--- src/pkg/cfg_bank_map.svh ---
// register offsets, field positions, reset values and frame counts of the config bank
`ifndef CFG_BANK_MAP_SVH
`define CFG_BANK_MAP_SVH

// general registers, always decoded
`define OFS_SOFT_RESET 12'h000
`define OFS_PAGE_LOW 12'h002
`define OFS_PAGE_MID 12'h003
`define OFS_PAGE_HIGH 12'h004
`define OFS_WIRE_MODE 12'h010
`define OFS_CONV_PAGE 12'h011
`define OFS_TOP_PAGE 12'h012

// top-page registers, decoded only while the top page is open
`define OFS_POWER_DOWN 12'h020
`define OFS_INPUT_BIAS 12'h032
`define OFS_PDN_ALLOW 12'h039

// field positions
`define BIT_RESET_HI 7
`define BIT_RESET_LO 0
`define BIT_WIRE_MODE 0
`define BIT_TOP_PAGE 2
`define BIT_REF_OFF 4
`define BIT_CHAN_B_PDN 1
`define BIT_WHOLE_CHIP_POWERDOWN 0
`define BIT_BIAS_RAISE 5
`define BIT_CHAN_B_ALLOW 1
`define BIT_SYNC_TERM 0

// reset values
`define RST_BYTE 8'h00
`define RST_BIT 1'b0

// page codes of the 24-bit bank selector
`define PAGE_MAIN_A 24'h680000
`define PAGE_MAIN_B 24'h680100
`define PAGE_FUNC_A 24'h610000
`define PAGE_FUNC_B 24'h610100
`define PAGE_LINK 24'h690000

// converter page selector codes
`define CONV_PAGE_OFF 8'h00
`define CONV_PAGE_ON 8'hff

// serial frame: command bits then data bits, msb first
`define FRAME_CMD_BITS 16
`define FRAME_DATA_BITS 8
`define FRAME_BIT_READ 15
`define FRAME_BIT_BANK 14

`endif

--- src/pkg/cfg_bank_pkg.sv ---
// types shared by the config register bank and its serial frame engine
package cfg_bank_pkg;

  typedef enum logic [5:0] {
    page_none   = 6'b000001,
    page_main_a = 6'b000010,
    page_main_b = 6'b000100,
    page_func_a = 6'b001000,
    page_func_b = 6'b010000,
    page_link   = 6'b100000
  } page_id_t;

  typedef struct packed {
    logic write;
    logic bank;
    logic [11:0] addr;
  } frame_cmd_t;

  typedef struct packed {
    logic valid;
    logic write;
    page_id_t page;
    logic [11:0] addr;
    logic [7:0] wdata;
  } bank_req_t;

  typedef struct packed {
    logic whole_chip_powerdown;
    logic channel_b_powerdown;
    logic timing_ref_buffer_off;
    logic common_mode_bias_raise;
    logic sync_term_off;
  } power_ctl_t;

endpackage

--- src/hw/paged_config_register_bank.sv ---
// general configuration register bank with paged digital bank and top-page power controls
// How it works
// - three byte registers form a 24-bit bank selector choosing main, function or link pages
// - function page codes for either channel map that page into bank accesses
// - serial_wire_mode bit 0 picks 4-wire (0) or 3-wire shared data pin (1)
// - converter selector all ones selects converter page; top selector must be clear
// - top_page_select bit 2 opens the top page; converter selector must be zero
// - power-down bit 4 turns off the timing reference buffer and drops its pulses
// - power-down bit 1 powers down channel B; clear means normal operation
// - power-down bit 0 gives global power-down; clearing restores normal operation
// - register 002h holds selector bits 7 to 0, read/write, reset zero
// - channel B power-down acts only with the allow bit of register 039h set
// - soft reset only when bits 7 and 0 of 000h written together; self-clearing
`include "cfg_bank_map.svh"

module paged_config_register_bank (
  input wire logic clock,
  input wire logic arst_n,
  input wire logic sclk,
  input wire logic sen_n,
  input wire logic serial_data_io_in,
  output logic serial_data_io_out,
  output logic serial_data_io_oe,
  output logic sdout,
  output logic sdout_oe,
  output cfg_bank_pkg::bank_req_t bank_req,
  input wire logic [7:0] bank_rdata,
  output cfg_bank_pkg::page_id_t link_bank_page_selector,
  input wire logic timing_ref_in,
  output logic timing_ref_out,
  output cfg_bank_pkg::power_ctl_t power,
  output logic three_wire_mode,
  output logic converter_page_active,
  output logic top_page_active,
  output logic soft_reset
);

  // page selector decode, shared by the bank request path and the page output
  function automatic cfg_bank_pkg::page_id_t page_decode(input logic [23:0] code);
    unique case (code)
      `PAGE_MAIN_A: page_decode = cfg_bank_pkg::page_main_a;
      `PAGE_MAIN_B: page_decode = cfg_bank_pkg::page_main_b;
      `PAGE_FUNC_A: page_decode = cfg_bank_pkg::page_func_a;
      `PAGE_FUNC_B: page_decode = cfg_bank_pkg::page_func_b;
      `PAGE_LINK: page_decode = cfg_bank_pkg::page_link;
      default: page_decode = cfg_bank_pkg::page_none;
    endcase
  endfunction

  cfg_bank_pkg::frame_cmd_t cmd;
  logic cmd_valid, rd_load, wr_valid, sdo, read_phase;
  logic [7:0] wdata;
  logic [7:0] rd_data;

  logic [7:0] page_low_ff, page_mid_ff, page_high_ff;
  logic wire_mode_ff;
  logic [7:0] conv_page_ff;
  logic top_page_ff;
  logic ref_off_ff, chan_b_pdn_ff, whole_chip_powerdown_ff;
  logic bias_raise_ff, chan_b_allow_ff, sync_term_ff;
  logic soft_reset_ff, timing_ref_ff;
  cfg_bank_pkg::power_ctl_t power_ff;
  cfg_bank_pkg::bank_req_t bank_req_ff;

  serial_frame_engine #(
    .CMD_BITS(`FRAME_CMD_BITS),
    .DATA_BITS(`FRAME_DATA_BITS)
  ) u_frame (
    .clock(clock),
    .arst_n(arst_n),
    .sclk(sclk),
    .sen_n(sen_n),
    .sdi(serial_data_io_in),
    .rdata(rd_data),
    .cmd(cmd),
    .cmd_valid(cmd_valid),
    .rd_load(rd_load),
    .wr_valid(wr_valid),
    .wdata(wdata),
    .sdo(sdo),
    .read_phase(read_phase)
  );

  // page decode and address qualification
  wire [23:0] page_code = {page_high_ff, page_mid_ff, page_low_ff};
  wire cfg_bank_pkg::page_id_t page_now = page_decode(page_code);
  wire page_ok = page_now != cfg_bank_pkg::page_none;
  wire top_ok = top_page_ff & (conv_page_ff == `CONV_PAGE_OFF);
  wire conv_on = (conv_page_ff == `CONV_PAGE_ON) & ~top_page_ff;
  wire reg_wr = wr_valid & ~cmd.bank;
  wire top_wr = reg_wr & top_ok;
  wire wr_reset = reg_wr & (cmd.addr == `OFS_SOFT_RESET);
  wire wr_page_low = reg_wr & (cmd.addr == `OFS_PAGE_LOW);
  wire wr_page_mid = reg_wr & (cmd.addr == `OFS_PAGE_MID);
  wire wr_page_high = reg_wr & (cmd.addr == `OFS_PAGE_HIGH);
  wire wr_wire_mode = reg_wr & (cmd.addr == `OFS_WIRE_MODE);
  wire wr_conv_page = reg_wr & (cmd.addr == `OFS_CONV_PAGE);
  wire wr_top_page = reg_wr & (cmd.addr == `OFS_TOP_PAGE);
  wire wr_power = top_wr & (cmd.addr == `OFS_POWER_DOWN);
  wire wr_bias = top_wr & (cmd.addr == `OFS_INPUT_BIAS);
  wire wr_allow = top_wr & (cmd.addr == `OFS_PDN_ALLOW);
  // a lone bit 7 or bit 0 does nothing; both must land in one write
  wire soft_hit = wr_reset & wdata[`BIT_RESET_HI] & wdata[`BIT_RESET_LO];

  // read-back; reserved and write-only positions read zero, reset bits already cleared
  always_comb begin
    rd_data = `RST_BYTE;
    if (cmd.bank) begin
      rd_data = page_ok ? bank_rdata : `RST_BYTE;
    end else begin
      unique case (cmd.addr)
        `OFS_PAGE_LOW: rd_data = page_low_ff;
        `OFS_PAGE_MID: rd_data = page_mid_ff;
        `OFS_PAGE_HIGH: rd_data = page_high_ff;
        `OFS_WIRE_MODE: rd_data[`BIT_WIRE_MODE] = wire_mode_ff;
        `OFS_CONV_PAGE: rd_data = conv_page_ff;
        `OFS_TOP_PAGE: rd_data[`BIT_TOP_PAGE] = top_page_ff;
        `OFS_POWER_DOWN: begin
          if (top_ok) begin
            rd_data[`BIT_REF_OFF] = ref_off_ff;
            rd_data[`BIT_CHAN_B_PDN] = chan_b_pdn_ff;
            rd_data[`BIT_WHOLE_CHIP_POWERDOWN] = whole_chip_powerdown_ff;
          end
        end
        `OFS_INPUT_BIAS: rd_data[`BIT_BIAS_RAISE] = bias_raise_ff & top_ok;
        `OFS_PDN_ALLOW: begin
          rd_data[`BIT_CHAN_B_ALLOW] = chan_b_allow_ff & top_ok;
          rd_data[`BIT_SYNC_TERM] = sync_term_ff & top_ok;
        end
        default: rd_data = `RST_BYTE;
      endcase
    end
  end

  // general registers; the soft reset returns every field to its reset value
  always_ff @(posedge clock or negedge arst_n) begin
    if (!arst_n) begin
      page_low_ff <= `RST_BYTE;
      page_mid_ff <= `RST_BYTE;
      page_high_ff <= `RST_BYTE;
      wire_mode_ff <= `RST_BIT;
      conv_page_ff <= `RST_BYTE;
      top_page_ff <= `RST_BIT;
    end else if (soft_hit) begin
      page_low_ff <= `RST_BYTE;
      page_mid_ff <= `RST_BYTE;
      page_high_ff <= `RST_BYTE;
      wire_mode_ff <= `RST_BIT;
      conv_page_ff <= `RST_BYTE;
      top_page_ff <= `RST_BIT;
    end else begin
      if (wr_page_low) page_low_ff <= wdata;
      if (wr_page_mid) page_mid_ff <= wdata;
      if (wr_page_high) page_high_ff <= wdata;
      if (wr_wire_mode) wire_mode_ff <= wdata[`BIT_WIRE_MODE];
      if (wr_conv_page) conv_page_ff <= wdata;
      if (wr_top_page) top_page_ff <= wdata[`BIT_TOP_PAGE];
    end
  end

  // top-page registers
  always_ff @(posedge clock or negedge arst_n) begin
    if (!arst_n) begin
      ref_off_ff <= `RST_BIT;
      chan_b_pdn_ff <= `RST_BIT;
      whole_chip_powerdown_ff <= `RST_BIT;
      bias_raise_ff <= `RST_BIT;
      chan_b_allow_ff <= `RST_BIT;
      sync_term_ff <= `RST_BIT;
    end else if (soft_hit) begin
      ref_off_ff <= `RST_BIT;
      chan_b_pdn_ff <= `RST_BIT;
      whole_chip_powerdown_ff <= `RST_BIT;
      bias_raise_ff <= `RST_BIT;
      chan_b_allow_ff <= `RST_BIT;
      sync_term_ff <= `RST_BIT;
    end else begin
      if (wr_power) begin
        ref_off_ff <= wdata[`BIT_REF_OFF];
        chan_b_pdn_ff <= wdata[`BIT_CHAN_B_PDN];
        whole_chip_powerdown_ff <= wdata[`BIT_WHOLE_CHIP_POWERDOWN];
      end
      if (wr_bias) bias_raise_ff <= wdata[`BIT_BIAS_RAISE];
      if (wr_allow) begin
        chan_b_allow_ff <= wdata[`BIT_CHAN_B_ALLOW];
        sync_term_ff <= wdata[`BIT_SYNC_TERM];
      end
    end
  end

  // registered controls toward the converter; reset pulse is not itself cleared
  always_ff @(posedge clock or negedge arst_n) begin
    if (!arst_n) begin
      power_ff <= '0;
      soft_reset_ff <= 1'b0;
      timing_ref_ff <= 1'b0;
    end else begin
      power_ff.whole_chip_powerdown <= whole_chip_powerdown_ff;
      power_ff.channel_b_powerdown <= chan_b_pdn_ff & chan_b_allow_ff;
      power_ff.timing_ref_buffer_off <= ref_off_ff;
      power_ff.common_mode_bias_raise <= bias_raise_ff;
      power_ff.sync_term_off <= sync_term_ff;
      soft_reset_ff <= soft_hit;
      timing_ref_ff <= timing_ref_in & ~ref_off_ff;
    end
  end

  // bank accesses leave as one-cycle requests tagged with the decoded page
  always_ff @(posedge clock or negedge arst_n) begin
    if (!arst_n) begin
      bank_req_ff <= '{valid: 1'b0, write: 1'b0, page: cfg_bank_pkg::page_none,
                       addr: 12'h000, wdata: `RST_BYTE};
    end else begin
      bank_req_ff.valid <= cmd.bank & page_ok & ((cmd_valid & ~cmd.write) | wr_valid);
      bank_req_ff.write <= cmd.write;
      bank_req_ff.page <= page_now;
      bank_req_ff.addr <= cmd.addr;
      bank_req_ff.wdata <= wdata;
    end
  end

  // pin steering: 3-wire turns the data input pin around during read data
  assign serial_data_io_out = sdo;
  assign serial_data_io_oe = read_phase & wire_mode_ff;
  assign sdout = sdo;
  assign sdout_oe = read_phase & ~wire_mode_ff;
  assign bank_req = bank_req_ff;
  assign link_bank_page_selector = page_now;
  assign timing_ref_out = timing_ref_ff;
  assign power = power_ff;
  assign three_wire_mode = wire_mode_ff;
  assign converter_page_active = conv_on;
  assign top_page_active = top_ok;
  assign soft_reset = soft_reset_ff;

endmodule

--- src/hw/serial_frame_engine.sv ---
// serial frame engine: shifts command and data bits in, read data out
`include "cfg_bank_map.svh"

module serial_frame_engine #(
  parameter int CMD_BITS = `FRAME_CMD_BITS,
  parameter int DATA_BITS = `FRAME_DATA_BITS
) (
  input wire logic clock,
  input wire logic arst_n,
  input wire logic sclk,
  input wire logic sen_n,
  input wire logic sdi,
  input wire logic [7:0] rdata,
  output cfg_bank_pkg::frame_cmd_t cmd,
  output logic cmd_valid,
  output logic rd_load,
  output logic wr_valid,
  output logic [7:0] wdata,
  output logic sdo,
  output logic read_phase
);

  if (CMD_BITS != `FRAME_CMD_BITS || DATA_BITS != `FRAME_DATA_BITS) begin : g_chk
    $error("serial_frame_engine: only 16 command and 8 data bits are served");
  end

  typedef enum logic [2:0] {
    st_cmd  = 3'b001,
    st_data = 3'b010,
    st_hold = 3'b100
  } frame_st_t;

  localparam logic [4:0] CMD_LAST = 5'(CMD_BITS - 1);
  localparam logic [4:0] DATA_LAST = 5'(DATA_BITS - 1);

  frame_st_t state_ff, nxt_state;
  logic [4:0] cnt_ff, nxt_cnt;
  logic [15:0] sh_ff, nxt_sh;
  logic sclk_d_ff;
  logic nxt_cmd_valid;
  logic nxt_wr_valid;
  logic [7:0] out_sh_ff;
  logic cmd_valid_ff, rd_load_ff, wr_valid_ff, sdo_ff;
  cfg_bank_pkg::frame_cmd_t cmd_ff;
  logic [7:0] wdata_ff;

  // sclk is taken as synchronous; edges come from one delayed copy
  wire sclk_rise = sclk & ~sclk_d_ff;
  wire sclk_fall = ~sclk & sclk_d_ff;
  wire [15:0] shifted = {sh_ff[14:0], sdi};

  // frame sequencing; a high select aborts any frame at once
  always_comb begin
    nxt_state = state_ff;
    nxt_cnt = cnt_ff;
    nxt_sh = sh_ff;
    nxt_cmd_valid = 1'b0;
    nxt_wr_valid = 1'b0;
    if (sen_n) begin
      nxt_state = st_cmd;
      nxt_cnt = 5'h00;
    end else begin
      unique case (state_ff)
        st_cmd: begin
          if (sclk_rise) begin
            nxt_sh = shifted;
            nxt_cnt = cnt_ff + 5'h01;
            if (cnt_ff == CMD_LAST) begin
              nxt_state = st_data;
              nxt_cnt = 5'h00;
              nxt_cmd_valid = 1'b1;
            end
          end
        end
        st_data: begin
          if (sclk_rise) begin
            nxt_sh = shifted;
            nxt_cnt = cnt_ff + 5'h01;
            if (cnt_ff == DATA_LAST) begin
              nxt_state = st_hold;
              nxt_wr_valid = cmd_ff.write;
            end
          end
        end
        st_hold: nxt_state = st_hold; // extra clocks ignored until select rises
      endcase
    end
  end

  // state and shift registers
  always_ff @(posedge clock or negedge arst_n) begin
    if (!arst_n) begin
      state_ff <= st_cmd;
      cnt_ff <= 5'h00;
      sh_ff <= 16'h0000;
      sclk_d_ff <= 1'b0;
    end else begin
      state_ff <= nxt_state;
      cnt_ff <= nxt_cnt;
      sh_ff <= nxt_sh;
      sclk_d_ff <= sclk;
    end
  end

  // command capture and strobes
  always_ff @(posedge clock or negedge arst_n) begin
    if (!arst_n) begin
      cmd_ff <= '0;
      cmd_valid_ff <= 1'b0;
      rd_load_ff <= 1'b0;
      wr_valid_ff <= 1'b0;
      wdata_ff <= `RST_BYTE;
    end else begin
      cmd_valid_ff <= nxt_cmd_valid;
      rd_load_ff <= cmd_valid_ff;
      wr_valid_ff <= nxt_wr_valid;
      if (nxt_cmd_valid) begin
        cmd_ff <= '{write: ~shifted[`FRAME_BIT_READ], bank: shifted[`FRAME_BIT_BANK],
                    addr: shifted[11:0]};
      end
      if (nxt_wr_valid) begin
        wdata_ff <= nxt_sh[7:0];
      end
    end
  end

  // read data leaves on falling edges, so the host samples it on the next rise
  always_ff @(posedge clock or negedge arst_n) begin
    if (!arst_n) begin
      out_sh_ff <= `RST_BYTE;
      sdo_ff <= 1'b0;
    end else if (sen_n) begin
      sdo_ff <= 1'b0;
    end else if (rd_load_ff) begin
      out_sh_ff <= rdata;
    end else if (sclk_fall && state_ff == st_data) begin
      sdo_ff <= out_sh_ff[7];
      out_sh_ff <= {out_sh_ff[6:0], 1'b0};
    end
  end

  assign cmd = cmd_ff;
  assign cmd_valid = cmd_valid_ff;
  assign rd_load = rd_load_ff;
  assign wr_valid = wr_valid_ff;
  assign wdata = wdata_ff;
  assign sdo = sdo_ff;
  assign read_phase = ~sen_n & ~cmd_ff.write & (state_ff == st_data || state_ff == st_hold);

endmodule

--- config.mk ---
export PLATFORM = sky130hd
export DESIGN_NAME = paged_config_register_bank
export DESIGN_NICKNAME = d
export VERILOG_FILES = /design/src/pkg/cfg_bank_pkg.sv /design/src/hw/paged_config_register_bank.sv /design/src/hw/serial_frame_engine.sv
export VERILOG_INCLUDE_DIRS = /design/src /design/src/pkg
export SDC_FILE = /design/constraint.sdc
export NUM_CORES = 1
export LEC_CHECK = 0
export ABC_AREA = 1
export BUFFER_PORTS_ARGS = -buffer_cell sky130_fd_sc_hd__buf_4
export CORE_ASPECT_RATIO = 0.75
export CORE_MARGIN = 2
export CORE_UTILIZATION = 40
export DETAILED_ROUTE_END_ITERATION = 8
export GPL_TIMING_DRIVEN = 0
export HOLD_SLACK_MARGIN = 0.06
export MAX_ROUTING_LAYER = met4
export SYNTH_ARGS = -nofsm -noshare
export SYNTH_HDL_FRONTEND = slang
export SYNTH_SLANG_ARGS = --single-unit
--- constraint.sdc ---
create_clock -name clock -period 4.4 [get_ports clock]
set_clock_uncertainty 0.15 [all_clocks]
set_input_delay 0.88 -clock clock [delete_from_list [all_inputs] [get_ports clock]]
set_output_delay 0.88 -clock clock [all_outputs]
set_load 0.03 [all_outputs]
# Word-level counts from Yosys, hierarchy flattened
# Index checks and enable logic that the tools add are counted.
[op_classes]
eq_ne = 26
mux = 63
n_reduce_logical = 22
addsub = 1
bitwise_logic = 40
[op_table]
columns = ["op", "n"]
rows = [
  ["== test 24 x 23 -> 1 bit, second input constant", 5],
  ["2-to-1 mux 8 bit", 15],
  ["== test 12 x 5 -> 1 bit, second input constant", 3],
  ["== test 12 x 6 -> 1 bit, second input constant", 3],
  ["bitwise AND 1 bit", 30],
  ["one-hot mux 6 bit (5 select lines)", 1],
  ["2-to-1 mux 1 bit", 28],
  ["== test 12 x 2 -> 1 bit, second input constant", 2],
  ["nonzero test 2 bit", 11],
  ["2-to-1 mux 5 bit", 4],
  ["2-to-1 mux 3 bit", 5],
  ["one-hot mux 1 bit (5 select lines)", 3],
  ["== test 12 x 3 -> 1 bit, second input constant", 1],
  ["logical NOT 12 bit", 1],
  ["inequality test 3 x 2 -> 1 bit, second input constant", 4],
  ["one-hot mux 5 bit (2 select lines)", 1],
  ["inverter 1 bit", 9],
  ["one-hot mux 3 bit (3 select lines)", 1],
  ["== test 8 bit, second input constant", 1],
  ["logical NOT 8 bit", 1],
  ["one-hot mux 2 bit (4 select lines)", 1],
  ["one-hot mux 1 bit (7 select lines)", 1],
  ["inequality test 6 x 1 -> 1 bit, second input constant", 1],
  ["one-hot mux 1 bit (6 select lines)", 1],
  ["17 further kinds", 19],
]
[word_totals]
register_bits = 133
inputBits = 14
elab_cells = 190
out_inout_bits = 48

# Longest topological paths before layout
[logic_depth]
depth_word = 6
mapped_depth = 14
depth_no_buf = 13

# Modules after synthesis
# From an unflattened synthesis, not the netlist that was laid out.
[hier_totals]
hier_cells = 720
area_unflattened_um2 = 6104.6
[modules_own_cells]
columns = ["module", "area_each_um2", "instances", "cells_each", "seq_area_each_um2"]
rows = [
  ["paged_config_register_bank", 3492.1, 1, 421, 1878.1],
  ["serial_frame_engine", 2612.5, 1, 299, 1452.6],
]

# Worst setup path before layout
# OpenSTA, ideal clock, no wires.
[synth_timing]
path_type = "flip-flop to output port"
startpoint = "register page_low_ff[6]"
endpoint = "output link_bank_page_selector[0]"
arrival_ps = 1539
n_path_buf = 0
required_ps = 3370
stages_incl_launch_ff = 9
path_slack_ps = 1831
cell_sequence = "dfrtp_1 -> nor2_1 -> nand2_1 -> nor2_2 -> nand2_1 -> nor2_2 -> nor2_1 -> nand2_1 -> inv_1"
[synth_between]
elab_chain_cells = 2
elab_cells_between_ends = 6
classes_between = "eq/ne (5); mux (1)"
[synth_rtl]
columns = ["element", "line_no", "source"]
rows = [
  ["start, declared", "paged_config_register_bank.sv:55", "logic [7:0] page_low_ff, page_mid_ff, page_high_ff;"],
  ["start signal, assigned", "paged_config_register_bank.sv:138", "page_low_ff <= `RST_BYTE;"],
  ["start signal, assigned", "paged_config_register_bank.sv:145", "page_low_ff <= `RST_BYTE;"],
  ["start signal, assigned", "paged_config_register_bank.sv:152", "if (wr_page_low) page_low_ff <= wdata;"],
  ["== test 24 x 23 -> 1 bit", "paged_config_register_bank.sv:40", "unique case (code)"],
  ["one-hot mux 6 bit (5 select lines) *", "paged_config_register_bank.sv:40", ""],
  ["end, declared", "paged_config_register_bank.sv:28", "output cfg_bank_pkg::page_id_t link_bank_page_selector,"],
]
# Mark *: on every way between the ends. The rest lies on a longest branch, timed or not.

# Worst setup path after layout
# Ends and elaborated chain as after synthesis.

==> flow_metrics.py <==
metrics = {
    "run_status": {
        "status": "finished clean",
    },
    "final_layout": {
        "fillers": 1447,
        "n_antenna_cell": 0,
        "final_area_um2": 7380,
        "utilization": 0.507,
        "area_growth_pct": 23.3,
        "nets": 789,
        "drive_above_1_share": 0.186,
        "stdcell_count": 987,
        "layout_common_cells": "nand2_1, dfrtp_1, inv_1",
        "mostFrequentLayoutCell": "nand2_1",
    },
    "setup_path": {
        "critPathKind": "flop to output port",
        "start_kind": "flop",
        "r2r_end": "u_frame.out_sh_ff[3]$_DFFE_PN0P_",
        "crit_start": "page_low_ff[6]$_DFFE_PN0P_",
        "cp-end-kind": "output port",
        "rrSetupSlack_ns": 2.23,
        "r2r_start": "u_frame.cmd[5]$_DFFE_PN0P_",
        "endpoint": "link_bank_page_selector[0]",
        "worst_ep_arrival_time_ns": 2.15,
        "r2r_cells": 11,
        "worstPathRequired_ns": 3.37,
        "cp_max_fo": 8,
    },
    "floorplanning": {
        "die_x_um": 145,
        "dieArea_um2": 16000,
        "std_cell_rows": 38,
        "pin_count": 62,
        "core_um2": 14500,
        "die_height_um": 110,
        "start_util": 0.411,
    },
    "timing": {
        "final.period_utilization": 0.722,
        "max_slew_margin": 0.651,
        "fin_hold_ws_ns": 0.188,
        "setup_viol": 0,
        "fin_ws_ns": 1.22,
        "tightest_slew_ns": 0.522,
        "tns_ns": 0,
        "rsz0062_at_grt": "no",
        "fmax_mhz": 315,
        "hold_viol": 0,
        "slew_violations": 0,
        "fin_crit_ns": 3.18,
    },
    "placed_design": {
        "place_area_um2": 6720,
        "placed_cells": 955,
        "hpwl_mm": 11.6,
        "gp_congestion": 0.907,
        "place_ws_ns": 1.67,
        "io_buffers": 61,
    },
    "power_and_ir_drop": {
        "p_leak_nw": 3.63,
        "worst_ir_drop_vdd_v": 0.000282,
        "pwr_density_cell_nw_per_um2": 446,
        "p_total_mw": 3.29,
    },
    "clock_tree": {
        "cts-resized-gates": 0,
        "cts_tree": "built",
        "insertion_delay_ns": 0.43,
        "post_cts_buffers": 0,
        "postCtsHoldBufs": 0,
        "cts.reportedPaths.clkPinSlew_ns": 0.06,
        "cts-htree-levels": 4,
        "cts_made_buffers": 17,
        "clk_path_buf_depth": 2,
        "clock-sinks": 133,
        "cts-root-buf": "clkbuf_16",
    },
    "route": {
        "dr.first_iter.drc_count": 320,
        "drtAntennaViolNets": 0,
        "wl_per_cell_um": 16.0,
        "dr_total_vias": 4982,
        "drc": 0,
        "drt-total-wl_mm": 15.8,
        "first_pass_iters": 5,
        "avgViaCountPerCell": 5.05,
    },
    "global_routing": {
        "grt.total_usage": 0.216,
        "grt_pass1_vias": 4767,
        "grt-ovfl-total": 0,
        "grt_max_degree": 100,
        "antenna_found_initial": 0,
        "grt_first_pass_wirelength_mm": 25.3,
    },
    "logic_synthesis": {
        "synth_cell_types": 41,
        "avgSynthCellArea_um2": 8.63,
        "ys_seq_elements": 133,
        "async_flop_share": 1.00,
        "synthTopCellsByArea": "dfrtp_1, nand2_1, nand3_1",
        "yosysWarnings": 0,
        "ys.flop_type": "dfrtp_1",
        "syn_nets": 708,
        "yosysTopAreaCell": "dfrtp_1",
        "netlist_instances": 693,
        "synth_edf_count": 0,
        "syn-cell-area_um2": 5980,
        "seq_area_frac_synth": 0.557,
        "synth_top_area_share": 0.548,
    },
    "worst_hold_path": {
        "hold_path.class": "input pin to asynchronous set/reset pin",
    },
    "flow_run": {
        "cap_violations": 0,
    },
}
[state kept, by name, summed over array words and instances (netlist names), 3 cells and up]
register and cells:
conv_page_ff 8, u_frame.out_sh_ff 8, u_frame.cmd 14, u_frame.state_ff 3, bank_req 28, u_frame.wdata 8
page_high_ff 8, power 5, page_low_ff 8, u_frame.cnt_ff 5, u_frame.sh_ff 15, page_mid_ff 8
[critical path, stage by stage (launching register included)]
cell and delay (ns):
dfrtp_1 0.41, nor2_1 0.11, nand2_1 0.07, nor2_2 0.25
nand2_1 0.11, nor2_2 0.15, nor2_1 0.07, nand2_1 0.23
inv_1 0.14, buf_4 0.19
[Yosys cell counts, types with 7 or more instances]
cell type	instances
nor2_2	7
a21oi_1	9
dfrtp_1	131
nor2_1	75
nand2_1	162
o21ai_1	32
o22ai_1	12
nand2_2	9
o21ai_0	45
nand3_1	64
inv_1	77
nor3_1	7
[where the power goes]
| group | internal (mW) | switching (mW) | total, mW |
|---|---|---|---|
| combinational | 0.106 | 0.213 | 0.319 |
| clock | 1.03 | 0.533 | 1.57 |
| sequential | 1.34 | 0.0643 | 1.40 |
[final cells by class]
cell class,count,area (µm²),area share
Multi-Input combinational cell,462,2250,0.305
Clock buffer,20,457,0.0619
Buffer,14,85.1,0.0115
Tap cell,200,250,0.0339
Timing Repair Buffer,62,489,0.0663
Sequential cell,133,3330,0.451
Inverter,84,318,0.0431
Clock inverter,12,200,0.0271
[worst min-delay path by stage]
stage                                           start                        end  slack [ns]  cells after the start
after floorplan           u_frame.cmd_valid$_DFF_PN0_  u_frame.rd_load$_DFF_PN0_        0.20                      0
after global placement    u_frame.cmd_valid$_DFF_PN0_  u_frame.rd_load$_DFF_PN0_        0.23                      0
after detailed placement  u_frame.cmd_valid$_DFF_PN0_  u_frame.rd_load$_DFF_PN0_        0.22                      0
after CTS                                      arst_n     bank_req[12]$_DFF_PN0_        0.19                      1
after global routing                           arst_n      bank_req[9]$_DFF_PN0_        0.21                      1
final                                          arst_n     bank_req[13]$_DFF_PN0_        0.19                      1
[kinds of logic after synthesis]
family / synth area share
adder cells (fa/ha/maj): 0.00209
XOR/XNOR: 0.00146
AO/OA/AOI/OAI: 0.0901
multiplexers: 0.00544
buffers and inverters: 0.0674
AND/OR/NAND/NOR: 0.277
flip-flops: 0.557
[routing by layer]
metal  GRT usage  wire length [µm]
met2       0.301              6570
met5           -                 0
met3      0.0527              1000
met1       0.311              8050
met4      0.0672               180
(Power assumes the default switching activity.)
